===== src/dpm_regs.vh =====
`ifndef DPM_REGS_VH
`define DPM_REGS_VH
// ----------------------------------------------------------------
// Register indices (byte address is four times the index)
// ----------------------------------------------------------------
`define DPM_IDX_LL_ACTION   16'hf931
`define DPM_IDX_ACTION_SIX  16'hf935
`define DPM_IDX_FAULT_A     16'hf939
`define DPM_IDX_WARN_A      16'hf93a
`define DPM_IDX_FAULT_B     16'hf93b
`define DPM_IDX_WARN_B      16'hf93c
`define DPM_IDX_FAULT_C     16'hf93d
`define DPM_IDX_WARN_C      16'hf93e
`define DPM_IDX_RT_MODE     16'hf93f
`define DPM_IDX_RT_RECOVER  16'hf940
`define DPM_IDX_RT_RTIME    16'hf941
`define DPM_IDX_RT_ENABLE   16'hf942
`define DPM_IDX_FRAME_LIMIT 16'hf943
`define DPM_IDX_LL_LEVEL    16'hf944
`define DPM_IDX_LL_TIME     16'hf945
`define DPM_IDX_RELAY_FUNC  16'hf950
`define DPM_IDX_IRQ_STATUS  16'hf951
`define DPM_IDX_IRQ_MASK    16'hf952
`define DPM_IDX_MONITOR     16'hf953
// ----------------------------------------------------------------
// Reset values and limits
// ----------------------------------------------------------------
`define DPM_RST_FAULT       16'h006e
`define DPM_RST_WARN        16'h005a
`define DPM_RST_RT_MODE     16'h0000
`define DPM_RST_RT_RECOVER  16'h0055
`define DPM_RST_RT_RTIME    16'h0005
`define DPM_RST_RT_ENABLE   16'h0050
`define DPM_RST_FRAME_LIMIT 16'h000a
`define DPM_RST_LL_LEVEL    16'h0064
`define DPM_RST_LL_TIME     16'h000a
`define DPM_RST_ACTION_SIX  16'h157c
`define DPM_RST_LL_ACTION   16'h0000
`define DPM_RST_RELAY_FUNC  16'h0000
`define DPM_TEMP_MAX        16'h00c8
`define DPM_RECOVER_MIN     16'h0050
`define DPM_RECOVER_MAX     16'h0064
`define DPM_RTIME_MAX       16'h03e8
`define DPM_ENABLE_MIN      16'h003c
`define DPM_ENABLE_MAX      16'h0064
`define DPM_FRAME_MAX       16'h03e8
`define DPM_LL_LEVEL_MAX    16'h03e8
`define DPM_LL_TIME_MIN     16'h0001
`define DPM_LL_TIME_MAX     16'h0258
`define DPM_FUNC_OVERTEMP   16'h0009
// ----------------------------------------------------------------
// Timing: one timer tick is 0.1 s
// ----------------------------------------------------------------
`define DPM_TICK_NS         100000000
`define DPM_CLOCK_NS        10
`endif

===== src/dpm_monitor.v =====
// The APB interface to the registers is this design's own decision.
`include "dpm_regs.vh"
`default_nettype none
module dpm_monitor #(
	parameter TICK_CYCLES = `DPM_TICK_NS / `DPM_CLOCK_NS
) (
	// Clock, reset and enable
	input  wire        i_clock,
	input  wire        i_reset_n,
	input  wire        i_clk_en,
	// APB slave
	input  wire        i_psel,
	input  wire        i_penable,
	input  wire        i_pwrite,
	input  wire [17:0] i_paddr,
	input  wire [31:0] i_pwdata,
	output reg  [31:0] o_prdata,
	output reg         o_pready,
	output reg         o_pslverr,
	// Measurements and drive state (asynchronous)
	input  wire [15:0] i_temp_channel_one,
	input  wire [15:0] i_temp_channel_two,
	input  wire [15:0] i_temp_channel_three,
	input  wire [15:0] i_bus_voltage,
	input  wire [15:0] i_output_current,
	input  wire        i_line_ok,
	input  wire        i_frame_valid,
	input  wire        i_frame_lost,
	input  wire        i_running,
	input  wire        i_start_cmd,
	// Protection outputs
	output reg         o_overtemp_fault,
	output reg         o_digital_relay_output,
	output reg         o_frame_fault,
	output reg         o_load_loss,
	output reg         o_stop_coast,
	output reg         o_stop_decel,
	output reg         o_rt_hold,
	output reg         o_rt_decel,
	output reg         o_rt_reaccel,
	output reg         o_irq
);

// ----------------------------------------------------------------
// Input synchronisers
// ----------------------------------------------------------------
localparam SW = 85;
wire [SW-1:0] async_in = {i_temp_channel_one, i_temp_channel_two, i_temp_channel_three,
	i_bus_voltage, i_output_current, i_line_ok, i_frame_valid, i_frame_lost,
	i_running, i_start_cmd};
reg  [SW-1:0] meta_r;
reg  [SW-1:0] sync_r;
reg           lost_d_r;
reg           valid_d_r;
reg           start_d_r;
// Multi-bit samples may be torn for one cycle; the thresholds tolerate that.
always @(posedge i_clock or negedge i_reset_n) begin
	if (!i_reset_n) begin
		meta_r    <= {SW{1'b0}};
		sync_r    <= {SW{1'b0}};
		lost_d_r  <= 1'b0;
		valid_d_r <= 1'b0;
		start_d_r <= 1'b0;
	end else if (i_clk_en) begin
		meta_r    <= async_in;
		sync_r    <= meta_r;
		lost_d_r  <= sync_r[2];
		valid_d_r <= sync_r[3];
		start_d_r <= sync_r[0];
	end
end
wire [15:0] temp_a  = sync_r[84:69];
wire [15:0] temp_b  = sync_r[68:53];
wire [15:0] temp_c  = sync_r[52:37];
wire [15:0] bus_v   = sync_r[36:21];
wire [15:0] cur     = sync_r[20:5];
wire        line_ok = sync_r[4];
wire        running = sync_r[1];
wire        lost_ev  = sync_r[2] & ~lost_d_r;
wire        valid_ev = sync_r[3] & ~valid_d_r;
wire        start_ev = sync_r[0] & ~start_d_r;

// ----------------------------------------------------------------
// Registers
// ----------------------------------------------------------------
reg [15:0] fault_a_r;
reg [15:0] warn_a_r;
reg [15:0] fault_b_r;
reg [15:0] warn_b_r;
reg [15:0] fault_c_r;
reg [15:0] warn_c_r;
reg [15:0] rt_mode_r;
reg [15:0] rt_recover_r;
reg [15:0] rt_rtime_r;
reg [15:0] rt_enable_r;
reg [15:0] frame_limit_r;
reg [15:0] ll_level_r;
reg [15:0] ll_time_r;
reg [15:0] action_six_r;
reg [15:0] ll_action_r;
reg [15:0] relay_func_r;
reg [4:0]  irq_status_r;
reg [4:0]  irq_mask_r;
reg [2:0]  rt_state_r;
reg [15:0] frame_cnt_r;

wire [15:0] idx    = i_paddr[17:2];
wire        wr     = i_psel & i_penable & o_pready & i_pwrite;
wire [15:0] wd     = i_pwdata[15:0];
wire        setup  = i_psel & ~i_penable;
wire        t_ok   = wd <= `DPM_TEMP_MAX;
reg  [15:0] rd;
reg         hit;

always @* begin
	rd  = 16'h0000;
	hit = 1'b1;
	case (idx)
	`DPM_IDX_FAULT_A:     rd = fault_a_r;
	`DPM_IDX_WARN_A:      rd = warn_a_r;
	`DPM_IDX_FAULT_B:     rd = fault_b_r;
	`DPM_IDX_WARN_B:      rd = warn_b_r;
	`DPM_IDX_FAULT_C:     rd = fault_c_r;
	`DPM_IDX_WARN_C:      rd = warn_c_r;
	`DPM_IDX_RT_MODE:     rd = rt_mode_r;
	`DPM_IDX_RT_RECOVER:  rd = rt_recover_r;
	`DPM_IDX_RT_RTIME:    rd = rt_rtime_r;
	`DPM_IDX_RT_ENABLE:   rd = rt_enable_r;
	`DPM_IDX_FRAME_LIMIT: rd = frame_limit_r;
	`DPM_IDX_LL_LEVEL:    rd = ll_level_r;
	`DPM_IDX_LL_TIME:     rd = ll_time_r;
	`DPM_IDX_ACTION_SIX:  rd = action_six_r;
	`DPM_IDX_LL_ACTION:   rd = ll_action_r;
	`DPM_IDX_RELAY_FUNC:  rd = relay_func_r;
	`DPM_IDX_IRQ_STATUS:  rd = {11'h000, irq_status_r};
	`DPM_IDX_IRQ_MASK:    rd = {11'h000, irq_mask_r};
	`DPM_IDX_MONITOR:     rd = {frame_cnt_r[11:0], running, rt_state_r};
	default:              hit = 1'b0;
	endcase
end

// The answer is prepared in the setup cycle so that every bus output is a flop.
always @(posedge i_clock or negedge i_reset_n) begin
	if (!i_reset_n) begin
		o_pready  <= 1'b0;
		o_pslverr <= 1'b0;
		o_prdata  <= 32'h00000000;
	end else if (i_clk_en) begin
		o_pready  <= setup;
		o_pslverr <= setup & ~hit;
		o_prdata  <= setup ? {16'h0000, rd} : 32'h00000000;
	end
end

// Out-of-range writes are dropped and the old value stays.
always @(posedge i_clock or negedge i_reset_n) begin
	if (!i_reset_n) begin
		fault_a_r     <= `DPM_RST_FAULT;
		warn_a_r      <= `DPM_RST_WARN;
		fault_b_r     <= `DPM_RST_FAULT;
		warn_b_r      <= `DPM_RST_WARN;
		fault_c_r     <= `DPM_RST_FAULT;
		warn_c_r      <= `DPM_RST_WARN;
		rt_mode_r     <= `DPM_RST_RT_MODE;
		rt_recover_r  <= `DPM_RST_RT_RECOVER;
		rt_rtime_r    <= `DPM_RST_RT_RTIME;
		rt_enable_r   <= `DPM_RST_RT_ENABLE;
		frame_limit_r <= `DPM_RST_FRAME_LIMIT;
		ll_level_r    <= `DPM_RST_LL_LEVEL;
		ll_time_r     <= `DPM_RST_LL_TIME;
		action_six_r  <= `DPM_RST_ACTION_SIX;
		ll_action_r   <= `DPM_RST_LL_ACTION;
		relay_func_r  <= `DPM_RST_RELAY_FUNC;
		irq_mask_r    <= 5'h00;
	end else if (i_clk_en && wr) begin
		case (idx)
		`DPM_IDX_FAULT_A: if (t_ok) fault_a_r <= wd;
		`DPM_IDX_WARN_A:  if (t_ok) warn_a_r <= wd;
		`DPM_IDX_FAULT_B: if (t_ok) fault_b_r <= wd;
		`DPM_IDX_WARN_B:  if (t_ok) warn_b_r <= wd;
		`DPM_IDX_FAULT_C: if (t_ok) fault_c_r <= wd;
		`DPM_IDX_WARN_C:  if (t_ok) warn_c_r <= wd;
		`DPM_IDX_RT_MODE: if (!running && wd <= 16'h0002) rt_mode_r <= wd;
		`DPM_IDX_RT_RECOVER: begin
			if (wd >= `DPM_RECOVER_MIN && wd <= `DPM_RECOVER_MAX)
				rt_recover_r <= wd;
		end
		`DPM_IDX_RT_RTIME: if (wd <= `DPM_RTIME_MAX) rt_rtime_r <= wd;
		`DPM_IDX_RT_ENABLE: begin
			if (wd >= `DPM_ENABLE_MIN && wd <= `DPM_ENABLE_MAX)
				rt_enable_r <= wd;
		end
		`DPM_IDX_FRAME_LIMIT: begin
			if (!running && wd != 16'h0000 && wd <= `DPM_FRAME_MAX)
				frame_limit_r <= wd;
		end
		`DPM_IDX_LL_LEVEL: if (wd <= `DPM_LL_LEVEL_MAX) ll_level_r <= wd;
		`DPM_IDX_LL_TIME: begin
			if (wd >= `DPM_LL_TIME_MIN && wd <= `DPM_LL_TIME_MAX)
				ll_time_r <= wd;
		end
		`DPM_IDX_ACTION_SIX: if (!running) action_six_r <= wd;
		`DPM_IDX_LL_ACTION:  ll_action_r <= wd;
		`DPM_IDX_RELAY_FUNC: relay_func_r <= wd;
		`DPM_IDX_IRQ_MASK:   irq_mask_r <= wd[4:0];
		default: ;
		endcase
	end
end

// ----------------------------------------------------------------
// Temperature supervision
// ----------------------------------------------------------------
// Only the ones digit of each selector is decoded; the upper digits belong
// to supervision functions that live outside this block.
localparam [3:0] ACT_COAST = 4'd0;
localparam [3:0] ACT_DECEL = 4'd1;
localparam [3:0] ACT_OFF   = 4'd5;
wire [15:0] ot_digit = action_six_r % 16'd10;
wire [15:0] ll_digit = ll_action_r % 16'd10;
wire [3:0]  act_ot   = ot_digit[3:0];
wire [3:0]  act_ll   = ll_digit[3:0];
wire ot_cond = (temp_a > fault_a_r) |
	(temp_b > fault_b_r) |
	(temp_c > fault_c_r);
wire warn_cond = (temp_a > warn_a_r) |
	(temp_b > warn_b_r) |
	(temp_c > warn_c_r);
wire ot_event = ot_cond && act_ot != ACT_OFF;

// ----------------------------------------------------------------
// Timebase, frame loss and load loss
// ----------------------------------------------------------------
// One free-running 0.1 s tick serves both timers, so the first count of a
// timer may come up to one tick early; the tenths resolution hides that.
reg [31:0] tick_cnt_r;
reg [15:0] ll_cnt_r;
reg [15:0] rt_cnt_r;
wire tick = tick_cnt_r == TICK_CYCLES - 1;
wire low_cur = running && cur < ll_level_r;
wire frame_event = frame_cnt_r > frame_limit_r;
wire ll_event = ll_cnt_r > ll_time_r && act_ll != ACT_OFF;

always @(posedge i_clock or negedge i_reset_n) begin
	if (!i_reset_n) begin
		tick_cnt_r  <= 32'h00000000;
		frame_cnt_r <= 16'h0000;
		ll_cnt_r    <= 16'h0000;
	end else if (i_clk_en) begin
		tick_cnt_r <= tick ? 32'h00000000 : tick_cnt_r + 32'h00000001;
		// The frame counter saturates rather than wrapping, so a long outage
		// can never look like a short one.
		if (valid_ev)
			frame_cnt_r <= 16'h0000;
		else if (lost_ev && frame_cnt_r != 16'hffff)
			frame_cnt_r <= frame_cnt_r + 16'h0001;
		if (!low_cur)
			ll_cnt_r <= 16'h0000;
		else if (tick && ll_cnt_r != 16'hffff)
			ll_cnt_r <= ll_cnt_r + 16'h0001;
	end
end

// ----------------------------------------------------------------
// Power-dip ride-through
// ----------------------------------------------------------------
localparam RT_IDLE = 3'd0;
localparam RT_HOLD = 3'd1;
localparam RT_RISE = 3'd2;
localparam RT_WAIT = 3'd3;
localparam RT_STOP = 3'd4;
localparam RT_HALT = 3'd5;

// Bus voltage and levels are in tenths of a percent of 540 V.
wire [15:0] en_lvl  = rt_enable_r * 16'd10;
wire [15:0] rec_lvl = en_lvl + rt_recover_r;
// A dip needs both a low bus and a lost line, so a slow sag with the line
// still present is left to the undervoltage trip.
wire        dip     = running && bus_v < en_lvl && !line_ok;
reg  [2:0]  rt_nxt;

always @* begin
	rt_nxt = rt_state_r;
	case (rt_state_r)
	RT_IDLE: begin
		if (dip && rt_mode_r == 16'h0001)
			rt_nxt = RT_HOLD;
		else if (dip && rt_mode_r == 16'h0002)
			rt_nxt = RT_STOP;
	end
	RT_HOLD: if (line_ok) rt_nxt = RT_RISE;
	RT_RISE: if (bus_v >= rec_lvl) rt_nxt = RT_WAIT;
	RT_WAIT: if (rt_cnt_r >= rt_rtime_r) rt_nxt = RT_IDLE;
	RT_STOP: if (!running) rt_nxt = RT_HALT;
	RT_HALT: if (start_ev) rt_nxt = RT_IDLE;
	default: rt_nxt = RT_IDLE;
	endcase
end

always @(posedge i_clock or negedge i_reset_n) begin
	if (!i_reset_n) begin
		rt_state_r <= RT_IDLE;
		rt_cnt_r   <= 16'h0000;
	end else if (i_clk_en) begin
		rt_state_r <= rt_nxt;
		if (rt_state_r != RT_WAIT)
			rt_cnt_r <= 16'h0000;
		else if (tick)
			rt_cnt_r <= rt_cnt_r + 16'h0001;
	end
end

// ----------------------------------------------------------------
// Outputs and interrupt
// ----------------------------------------------------------------
wire [4:0] ev = {rt_state_r == RT_IDLE && rt_nxt != RT_IDLE,
	ll_event, frame_event, warn_cond, ot_event};
// Status bits are set again every cycle their cause holds, so a bit that
// software clears comes back at once while the cause persists.
wire clr_st = wr && idx == `DPM_IDX_IRQ_STATUS;
wire [4:0] st_nxt = (irq_status_r & ~(clr_st ? wd[4:0] : 5'h00)) | ev;

always @(posedge i_clock or negedge i_reset_n) begin
	if (!i_reset_n) begin
		irq_status_r           <= 5'h00;
		o_irq                  <= 1'b0;
		o_overtemp_fault       <= 1'b0;
		o_digital_relay_output <= 1'b0;
		o_frame_fault          <= 1'b0;
		o_load_loss            <= 1'b0;
		o_stop_coast           <= 1'b0;
		o_stop_decel           <= 1'b0;
		o_rt_hold              <= 1'b0;
		o_rt_decel             <= 1'b0;
		o_rt_reaccel           <= 1'b0;
	end else if (i_clk_en) begin
		irq_status_r           <= st_nxt; // Set wins over the clear.
		o_irq                  <= |(st_nxt & irq_mask_r);
		o_overtemp_fault       <= ot_event;
		o_digital_relay_output <= warn_cond && relay_func_r == `DPM_FUNC_OVERTEMP;
		o_frame_fault          <= frame_event;
		o_load_loss            <= ll_event;
		o_stop_coast <= (ot_event && act_ot == ACT_COAST) ||
			(ll_event && act_ll == ACT_COAST);
		o_stop_decel <= (ot_event && act_ot == ACT_DECEL) ||
			(ll_event && act_ll == ACT_DECEL) || rt_nxt == RT_STOP;
		o_rt_hold    <= rt_nxt == RT_HOLD;
		o_rt_decel   <= rt_nxt == RT_RISE;
		o_rt_reaccel <= rt_nxt == RT_WAIT;
	end
end

endmodule // dpm_monitor
`default_nettype wire


===== config.mk =====
export PLATFORM = sky130hd
export DESIGN_NAME = dpm_monitor
export DESIGN_NICKNAME = d
export VERILOG_FILES = /design/src/dpm_monitor.v
export VERILOG_INCLUDE_DIRS = /design/src
export SDC_FILE = /design/constraint.sdc
export NUM_CORES = 1
export LEC_CHECK = 0
export BUFFER_PORTS_ARGS = -buffer_cell sky130_fd_sc_hd__buf_4
export CAP_MARGIN = 10
export CORE_MARGIN = 2
export CORE_UTILIZATION = 55
export CTS_CLUSTER_SIZE = 40
export DETAILED_ROUTE_END_ITERATION = 7
export MAX_ROUTING_LAYER = met4
export PLACE_DENSITY_LB_ADDON = 0.15
export SYNTH_ARGS = -nofsm -noshare
export SYNTH_HDL_FRONTEND = slang
export SYNTH_SLANG_ARGS = --single-unit

===== constraint.sdc =====
create_clock -name i_clock -period 6.9 [get_ports i_clock]
set_clock_uncertainty 0.15 [all_clocks]
set_input_delay 2.07 -clock i_clock [delete_from_list [all_inputs] [get_ports i_clock]]
set_output_delay 2.07 -clock i_clock [all_outputs]
set_load 0.02 [all_outputs]

### After elaboration in Yosys (flattened, before gate mapping)

Index checks and enable logic that the tools add are counted.
W data, S select, Z words.

| word-level totals | value |
|---|---|
| bits in registers | 566 |
| latch bits | 0 |
| RAM bits | 0 |
| bits in read-only memories | 0 |
| input port bits | 141 |
| output and inout port bits | 44 |
| word-level logic and storage cells | 207 |
| memories kept | 0 |

| operators by class | value |
|---|---|
| add/subtract/negate cells | 5 |
| $mul | 1 |
| divide/modulo/power cells | 2 |
| $lt $le $gt $ge | 20 |
| equal/unequal tests | 40 |
| shift operators | 0 |
| multiplexer cells | 19 |
| bitwise operators | 22 |
| reduce and logical (&&, ||, !) cells | 57 |

Operators with widths:

| kind | count |
|---|---|
| $eq A16 B16 Y1 const B | 19 |
| $pmux W16 S19 | 1 |
| $gt A16 B16 Y1 | 8 |
| $mux W16 | 7 |
| $add A16 B1 Y16 const B | 3 |
| $reduce_and A3 Y1 | 14 |
| $add A32 B1 Y32 const B | 1 |
| $eq A32 B24 Y1 const B | 1 |
| $ge A16 B16 Y1 | 2 |
| $le A16 B10 Y1 const B | 2 |
| $lt A16 B16 Y1 | 2 |
| $mod A16 B4 Y16 const B | 2 |
| $mux W32 | 1 |
| $ne A16 B16 Y1 const B | 2 |
| $logic_and A1 B1 Y1 | 23 |
| $mux W3 | 7 |
| $reduce_or A19 Y1 | 1 |
| $pmux W3 S6 | 1 |
| $add A16 B16 Y16 | 1 |
| $eq A16 B1 Y1 const B | 1 |
| $eq A16 B2 Y1 const B | 1 |
| $eq A16 B4 Y1 const B | 1 |
| $ge A16 B1 Y1 const B | 1 |
| $ge A16 B6 Y1 const B | 1 |
| other kinds (29) | 63 |

### Depth between registers and ports, before layout

Gate-level depths: netlist of the first run.

| logic depth | value |
|---|---|
| word-level depth | 13 |
| depth in mapped cells | 27 |
| gate-level depth less buffers | 27 |

### Least setup slack after synthesis of the first run

OpenSTA, ideal clock, no wires.

| path | value |
|---|---|
| path kind | register -> register |
| start point | reg action_six_r[12] |
| end point | reg o_overtemp_fault |
| library setup time | 0.134 ns |
| data arrival time | 4.559 ns |
| required time | 6.616 ns |
| slack | 2.057 ns |
| cell stages (with the launch flop) | 19 |
| path buffers | 2 |
| clock period less this slack | 4.843 ns |
| path through | dfstp_2 -> buf_4 -> xor2_1 -> o32ai_1 -> a2111o_1 -> a211o_1 -> a2111oi_4 -> nor4_1 -> o211a_1 -> or4_4 -> a311o_1 -> o21ai_2 -> buf_4 -> nand2_1 -> a221oi_1 -> nor4_1 -> or4b_1 -> a31oi_1 -> a21oi_1 |

| on the way | value |
|---|---|
| word-level cells in the longest chain between the ends | 3 |

RTL lines:

| what | RTL line | source |
|---|---|---|
| from (decl) | dpm_monitor.v:99 | `reg [15:0] action_six_r;` |
| from (signal assigned) | dpm_monitor.v:171 | `` action_six_r <= `DPM_RST_ACTION_SIX; `` |
| from (signal assigned) | dpm_monitor.v:202 | `` `DPM_IDX_ACTION_SIX: if (!running) action_six_r <= wd; `` |
| $mod A16 B4 Y16 | dpm_monitor.v:219 | `wire [15:0] ot_digit = action_six_r % 16'd10;` |
| $ne A4 B3 Y1 | dpm_monitor.v:229 | `wire ot_event = ot_cond && act_ot != ACT_OFF;` |
| $logic_and A1 B1 Y1 | dpm_monitor.v:229 |  |
| to (signal assigned) | dpm_monitor.v:339 | `o_overtemp_fault <= ot_event;` |
| to (decl) | dpm_monitor.v:32 | `output reg o_overtemp_fault,` |

No other way between the ends.
A chain may end at the register's enable or synchronous reset.

### Worst setup path after layout of the first run

| path | value |
|---|---|
| start point | reg ll_action_r[15] |
| end point | reg o_load_loss |

| on the way | value |
|---|---|
| word-level cells in the longest chain between the ends | 3 |

RTL lines:

| what | RTL line | source |
|---|---|---|
| from (decl) | dpm_monitor.v:100 | `reg [15:0] ll_action_r;` |
| from (signal assigned) | dpm_monitor.v:172 | `` ll_action_r <= `DPM_RST_LL_ACTION; `` |
| from (signal assigned) | dpm_monitor.v:203 | `` `DPM_IDX_LL_ACTION: ll_action_r <= wd; `` |
| $mod A16 B4 Y16 | dpm_monitor.v:220 | `wire [15:0] ll_digit = ll_action_r % 16'd10;` |
| $ne A4 B3 Y1 | dpm_monitor.v:242 | `wire ll_event = ll_cnt_r > ll_time_r && act_ll != ACT_OFF;` |
| $logic_and A1 B1 Y1 | dpm_monitor.v:242 |  |
| to (signal assigned) | dpm_monitor.v:342 | `o_load_loss <= ll_event;` |
| to (decl) | dpm_monitor.v:35 | `output reg o_load_loss,` |

No other way between the ends.

==> reports/results.ini, run 1 <==
[synthesis]
synth_area_per_cell_um2=10.1
synthArstFlopShare=1.00
ys_seq_elements=550
ys.flop_type=dfrtp_1
synth_edf_count=0
synth-seq-area-share=0.431
netlist_area_um2=32100
yosysUniqueCellTypes=105
synthCells=3182
yosysWarnings=0

[placed_design]
portBuffers=150
place.gp.congestion=1.04
post-place-ws_ns=0.613
hpwl_mm=74.5

[cells_and_area]
drive_gt1_frac=0.199
area_growth_pct=12.2
nets=3650
fillers=4765
top_regs=meta_r: 85 flops, sync_r: 85 flops, tick_cnt_r: 32 flops

[global_route]
first_global_vias=25400
track_usage=0.341
grt_max_degree=130
grt-ovfl-total=0
grt_pass1_wl_mm=152
antenna_found_initial=6

[sta]
slew_headroom=0.214
finalHoldViolCount=0
fin_ws_ns=0.816
setup_viol=0
rsz0062_at_grt=no
finalCritPeriodShare=0.882
tightest_slew_ns=1.18
post-route-min-period_ns=6.08
drv_slew=0
fmax_mhz=164
hold_ws_ns=0.322
tns_ns=0

[outcome]
outcome=complete, but fails checks
violations=DRC

[floorplan]
die_h_um=245
initial_utilization=0.556
rows=88
core_um2=57700
dieArea_um2=60300
pin_count=185
dieWidth_um=245

[detailed_routing]
viasPerCell=6.36
drtIter0Drc=2708
top_layer=met4
vias=26100
drt_wl_total_mm=99.9
drc=1
met3_length_mm=8.83
wl_met1_mm=42.8
routedWlPerCell_um=24.4
ant_nets=0
drt-pass1-iter-count=8
wl_met2_mm=43.4

[setup_path]
crit_fanout=15
worst_path_max_delay_cell=dfrtp_1
critical-path-max-stage-delay_ns=0.76
required_ns=7.24
startpoint_type=flop
crit_type=reg2reg
end_kind=flop
cp.arrival_ns=6.42
timing.critical_path.cells=inv_1 -> xnor2_1 -> a211oi_2 -> nand2_1 -> a21o_1 -> a211oi_1 -> o21ai_0 -> a222oi_1 -> buf_4 -> a21oi_1 -> or3_1 -> and3_1 -> a211oi_1 -> a2bb2oi_1 -> o21ai_0 -> o311ai_1 -> o21ai_1

[clocking]
cts.path.max_buffers=3
cts_hold_buffers=0
clkLatencyLatePin_ns=0.65
clk_pin_slew_worst_paths_ns=0.07
cts_buffers=59
cts.sinks=550
cts-root-buf=clkbuf_16
htree_levels=2
cts_tree=yes

[power_and_ir_drop]
cellPowerDensity_nw_per_um2=218
p_leak_nw=16.8
vdd.ir_drop.worst_uv=251

[worst_hold_path]
min_path_type=reg2reg

[flow_run]
cap_violations=0

[synthesized netlist by cell type (all sizes together), types with 8 or more instances]
| cell type | number | area share |
|---|---|---|
| xor2 | 43 | 0.012 |
| o32ai | 8 | 0.0022 |
| o211ai | 19 | 0.0049 |
| o311ai | 8 | 0.0022 |
| a211oi | 31 | 0.0076 |
| or3 | 18 | 0.0035 |
| nand2 | 216 | 0.026 |
| and3 | 18 | 0.0035 |
| clkbuf | 120 | 0.014 |
| inv | 220 | 0.026 |
| mux2i | 11 | 0.0034 |
| nor2b | 49 | 0.0096 |
| and2 | 27 | 0.0053 |
| o22ai | 9 | 0.0018 |
| a221oi | 30 | 0.0082 |
| a222oi | 9 | 0.0028 |
| xnor2 | 59 | 0.016 |
| a22o | 21 | 0.0057 |
| nor4 | 27 | 0.0053 |
| or4 | 9 | 0.0022 |
| ha | 230 | 0.090 |
| nor3 | 35 | 0.0060 |
| mux2 | 268 | 0.094 |
| nand3 | 81 | 0.013 |
| nand4 | 74 | 0.014 |
| a21oi | 145 | 0.023 |
| and4 | 14 | 0.0038 |
| o21bai | 18 | 0.0042 |
| o21a | 41 | 0.0096 |
| a21o | 61 | 0.014 |
| o31ai | 9 | 0.0023 |
| a31oi | 27 | 0.0053 |
| dfstp | 50 | 0.041 |
| nand3b | 8 | 0.0023 |
| buf | 55 | 0.011 |
| nand2b | 37 | 0.0075 |
| o21ai | 153 | 0.024 |
| o2bb2ai | 19 | 0.0052 |
| dfrtp | 500 | 0.39 |
| nor2 | 212 | 0.025 |
| a22oi | 71 | 0.017 |
[layout make-up]
cell class / instances / area (um2) / area share
well taps: 765 / 957 / 0.0266
clock buffers: 78 / 1660 / 0.0461
flip-flops and latches: 550 / 13800 / 0.384
inverters: 225 / 845 / 0.0235
diodes: 5 / 12.5 / 0.000348
multi-input cells: 2247 / 16700 / 0.464
clock inverters: 33 / 460 / 0.0128
repair buffers: 194 / 1510 / 0.0419
[through the flow]
step | instance area, um2 | util | cells | total power [mW]
global route | 36000 | 0.623 | 4095 | 8.14
finish | 36000 | 0.624 | 4097 | 7.86
floorplan | 32100 | - | 3197 | 4.08
global placement | 33800 | 0.586 | 3979 | 4.42
CTS | 35900 | 0.623 | 4090 | 7.90
detailed placement | 33800 | 0.586 | 3979 | 4.45
[cell families after synthesis]
| group | after synthesis | synth area share |
|---|---|---|
| AO/OA/AOI/OAI | 757 | 0.165 |
| XOR/XNOR | 102 | 0.0281 |
| adder cells (fa/ha/maj) | 232 | 0.0910 |
| buffers and inverters | 400 | 0.0511 |
| flip-flops | 550 | 0.431 |
| multiplexers | 279 | 0.0975 |
| other | 1 | 0.000117 |
| AND/OR/NAND/NOR | 861 | 0.136 |
[per-layer routing]
metal / track usage / up-vias
li1: - / 11700
met1: 0.463 / 13000
met2: 0.494 / 1096
met3: 0.0707 / 224
met4: 0.149 / 0
met5: - / -
[cells in the final DEF, fill, tap and decap left out, types with 43 or more instances in the layout]
cell type and count:
nor2_1 211, nand2_1 215, xor2_1 43, nand3_1 81, inv_1 220, o21ai_0 149, a21oi_1 145, mux2_2 268
nor2b_1 49, nand4_1 74, xnor2_1 58, ha_1 230, a21o_1 61, buf_4 189, dfstp_2 50, clkbuf_16 60
dfrtp_1 500, a22oi_1 71
[critical path: cells and delay by family, from the launching register on]
family                 cells  cell delay [ns]
buffers and inverters      2             0.48
flip-flops                 1             0.76
XOR/XNOR                   1             0.22
AO/OA/AOI/OAI             11             3.47
AND/OR/NAND/NOR            3             0.89
[report_power, final]
part	internal (mW)	leakage, nW	switching (mW)
clock	2.07	1.05	1.38
sequential	3.40	6.46	0.191
combinational	0.371	9.33	0.444
total	5.84	16.8	2.02
[final timing paths]
kind | start | to | slack, ns | cells after the start
max | ll_action_r[15] | o_load_loss | 0.82 | 17
min | tick_cnt_r[31] | tick_cnt_r[31] | 0.32 | 1
max reg2reg | ll_action_r[15] | o_load_loss | 0.82 | 17
min reg2reg | tick_cnt_r[31] | tick_cnt_r[31] | 0.32 | 1
max in group asynchronous | i_reset_n | tick_cnt_r[2] | 3.96 | 2
min in group asynchronous | i_reset_n | meta_r[32] | 1.29 | 1
[timing repair]
action	in CTS	in global routing
buffers inserted	0	2
resized for setup	0	0
setup endpoints to repair	0	3
Note: power is estimated with default switching activity, not from simulation.
==> run 2, diff against run 1 <==
- CORE_MARGIN: 2 -> 4
- SLEW_MARGIN: default -> 20
- clock period: 6.9 -> 6.2 ns (I/O delays scaled with it)
==> reports/results.ini, run 2 (synthesized netlist as in run 1, its figures left out) <==
[flow_run]
cap_violations=0  ; unchanged

[global_route]
busiest_layer=met2
gr-usage-met3=0.0548  ; -0.0159
grt_max_degree=113  ; -13%
antenna_found_initial=3  ; -3
grt-ovfl-total=0  ; unchanged
first_global_vias=25300  ; -0.15%
grt_pass1_wl_mm=155  ; +1.9%
track_usage=0.330  ; -0.0108
grt_use_met2=0.497  ; +0.00280
met1_usage=0.458  ; -0.00462

[setup_path]
cp.arrival_ns=6.15  ; -0.27 ns
required_ns=6.51  ; -0.73 ns
crit_fanout=15  ; unchanged
crit_type=reg2reg
end_kind=flop
startpoint_type=flop

[detailed_routing]
vias=25900  ; -0.64%
drt-pass1-iter-count=8  ; unchanged
routedWlPerCell_um=24.9  ; +2.1%
drtIter0Drc=2588  ; -4.4%
viasPerCell=6.31  ; -0.85%
drc=0  ; -1
drt_wl_total_mm=102  ; +2.3%
ant_nets=0  ; unchanged

[sta]
fmax_mhz=171  ; +4.2%
post-route-min-period_ns=5.84  ; -0.244 ns
slew_headroom=0.395  ; +0.181
drv_slew=0  ; unchanged
tightest_slew_ns=0.906  ; -0.273 ns
tns_ns=0  ; unchanged
finalHoldViolCount=0  ; unchanged
finalCritPeriodShare=0.942  ; +0.0603
rsz0062_at_grt=no
setup_viol=0  ; unchanged

[cells_and_area]
area_growth_pct=12.5
multi_input_area_um2=16700  ; +0.17%
nets=3659  ; +0.25%
seqCellArea_um2=13800  ; about the same
drive_gt1_frac=0.203  ; +0.00390
fillers=4751  ; -0.29%
mostFrequentLayoutCells=dfrtp_1 (498), mux2_2 (268), ha_1 (230)
layout_commonest_cell=dfrtp_1
top_regs=meta_r: 85 flops, sync_r: 85 flops, tick_cnt_r: 32 flops
final_cell_area_um2=36100  ; +0.31%

[outcome]
outcome=finished, final reports clean

[power_and_ir_drop]
p_comb_frac=0.107  ; +0.003
switching_share=0.257  ; +0.000344
p_int_mw=6.49  ; +11%
vdd.ir_drop.worst_uv=276  ; +9.8%
p_sw_mw=2.24  ; +11%
pwr-share-seq=0.457  ; about the same
pwr-share-clk=0.436  ; -0.003
p_leak_nw=16.9  ; +0.30%
cellPowerDensity_nw_per_um2=242  ; +11%

[clocking]
cts.path.max_buffers=3  ; unchanged
htree_levels=2  ; unchanged
cts-root-buf=clkbuf_16
cts.sinks=550  ; unchanged
clk_pin_slew_worst_paths_ns=0.06  ; about the same
cts_tree=yes
clkLatencyLatePin_ns=0.65  ; about the same
post_cts_buffers=0  ; unchanged
cts_buffers=59  ; unchanged

[floorplan]
rows=88  ; unchanged
dieWidth_um=249  ; +1.6%
core_um2=57700  ; unchanged
pin_count=185  ; unchanged
initial_utilization=0.556  ; unchanged
die_h_um=249  ; +1.6%
dieArea_um2=62200  ; +3.3%

[placed_design]
portBuffers=150  ; unchanged
hpwl_mm=76.3  ; +2.4%
dpl_cell_area_um2=33900  ; +0.35%
place.gp.congestion=1.02  ; -1.6%

[worst_hold_path]
min_path_type=reg2reg

-- run 2: worst paths after layout --
path,startpoint,to,slack [ns],cells after the start
min in group asynchronous,i_reset_n,meta_r[31],1.10,1
max reg2reg,action_six_r[11],o_overtemp_fault,0.36,16
max,action_six_r[11],o_overtemp_fault,0.36,16
min,meta_r[24],sync_r[24],0.31,1
min reg2reg,meta_r[24],sync_r[24],0.31,1
max in group asynchronous,i_reset_n,tick_cnt_r[7],3.69,2
-- run 2: layout make-up --
| class | count | share of cell area |
|---|---|---|
| Sequential cell | 550 | 0.383 |
| Multi-Input combinational cell | 2247 | 0.464 |
| Tap cell | 765 | 0.0265 |
| Antenna cell | 4 | 0.000277 |
| Clock buffer | 84 | 0.0480 |
| Timing Repair Buffer | 203 | 0.0443 |
| Inverter | 225 | 0.0234 |
| Clock inverter | 28 | 0.0105 |
-- run 2: worst max-delay path: stages, from the launching register on --
cell and delay, ns:
dfrtp_1 0.69, and2b_1 0.30, o32ai_1 0.14, a2111o_1 0.62, a211o_1 0.38, a2111oi_4 0.54
a211oi_1 0.13, o211a_1 0.25, or4_4 0.46, a311o_1 0.30, o21ai_2 0.21, nand4_1 0.14
mux2_2 0.28, and4_1 0.22, or4b_1 0.54, a31oi_1 0.25, a21oi_1 0.10
-- run 2: power groups by stage --
stage | Clock [mW] | Combinational [mW] | Sequential [mW]
floorplan | 0 | 0.566 | 3.97
global placement | 0 | 0.886 | 4.04
detailed placement | 0 | 0.921 | 4.05
CTS | 3.86 | 0.931 | 3.99
global route | 4.01 | 1.03 | 4.01
finish | 3.81 | 0.930 | 3.99
-- run 2: layer usage --
layer  share of wire  up-vias
li1                -    11700
met1            0.43    12900
met2            0.45     1050
met3           0.081      177
met4           0.039        0
met5               0        -
-- run 2: timing repair --
item	4_1_cts	5_1_grt
gates resized for setup	0	4
hold buffers	0	0
setup endpoints to repair	0	5
-- run 2: stage by stage --
stage / utilization / std cells / setup WS (ns) / hold slack, ns / power, mW
3_5_place_dp: 0.588 / 3990 / 0.267 / 0.313 / 4.97
2_1_floorplan: - / 3197 / 1.36 / 0.295 / 4.54
5_1_grt: 0.625 / 4104 / 0.0877 / 0.342 / 9.05
4_1_cts: 0.625 / 4102 / 0.190 / 0.303 / 8.78
3_3_place_gp: 0.588 / 3990 / 0.406 / 0.310 / 4.93
6_report: 0.625 / 4106 / 0.359 / 0.313 / 8.73
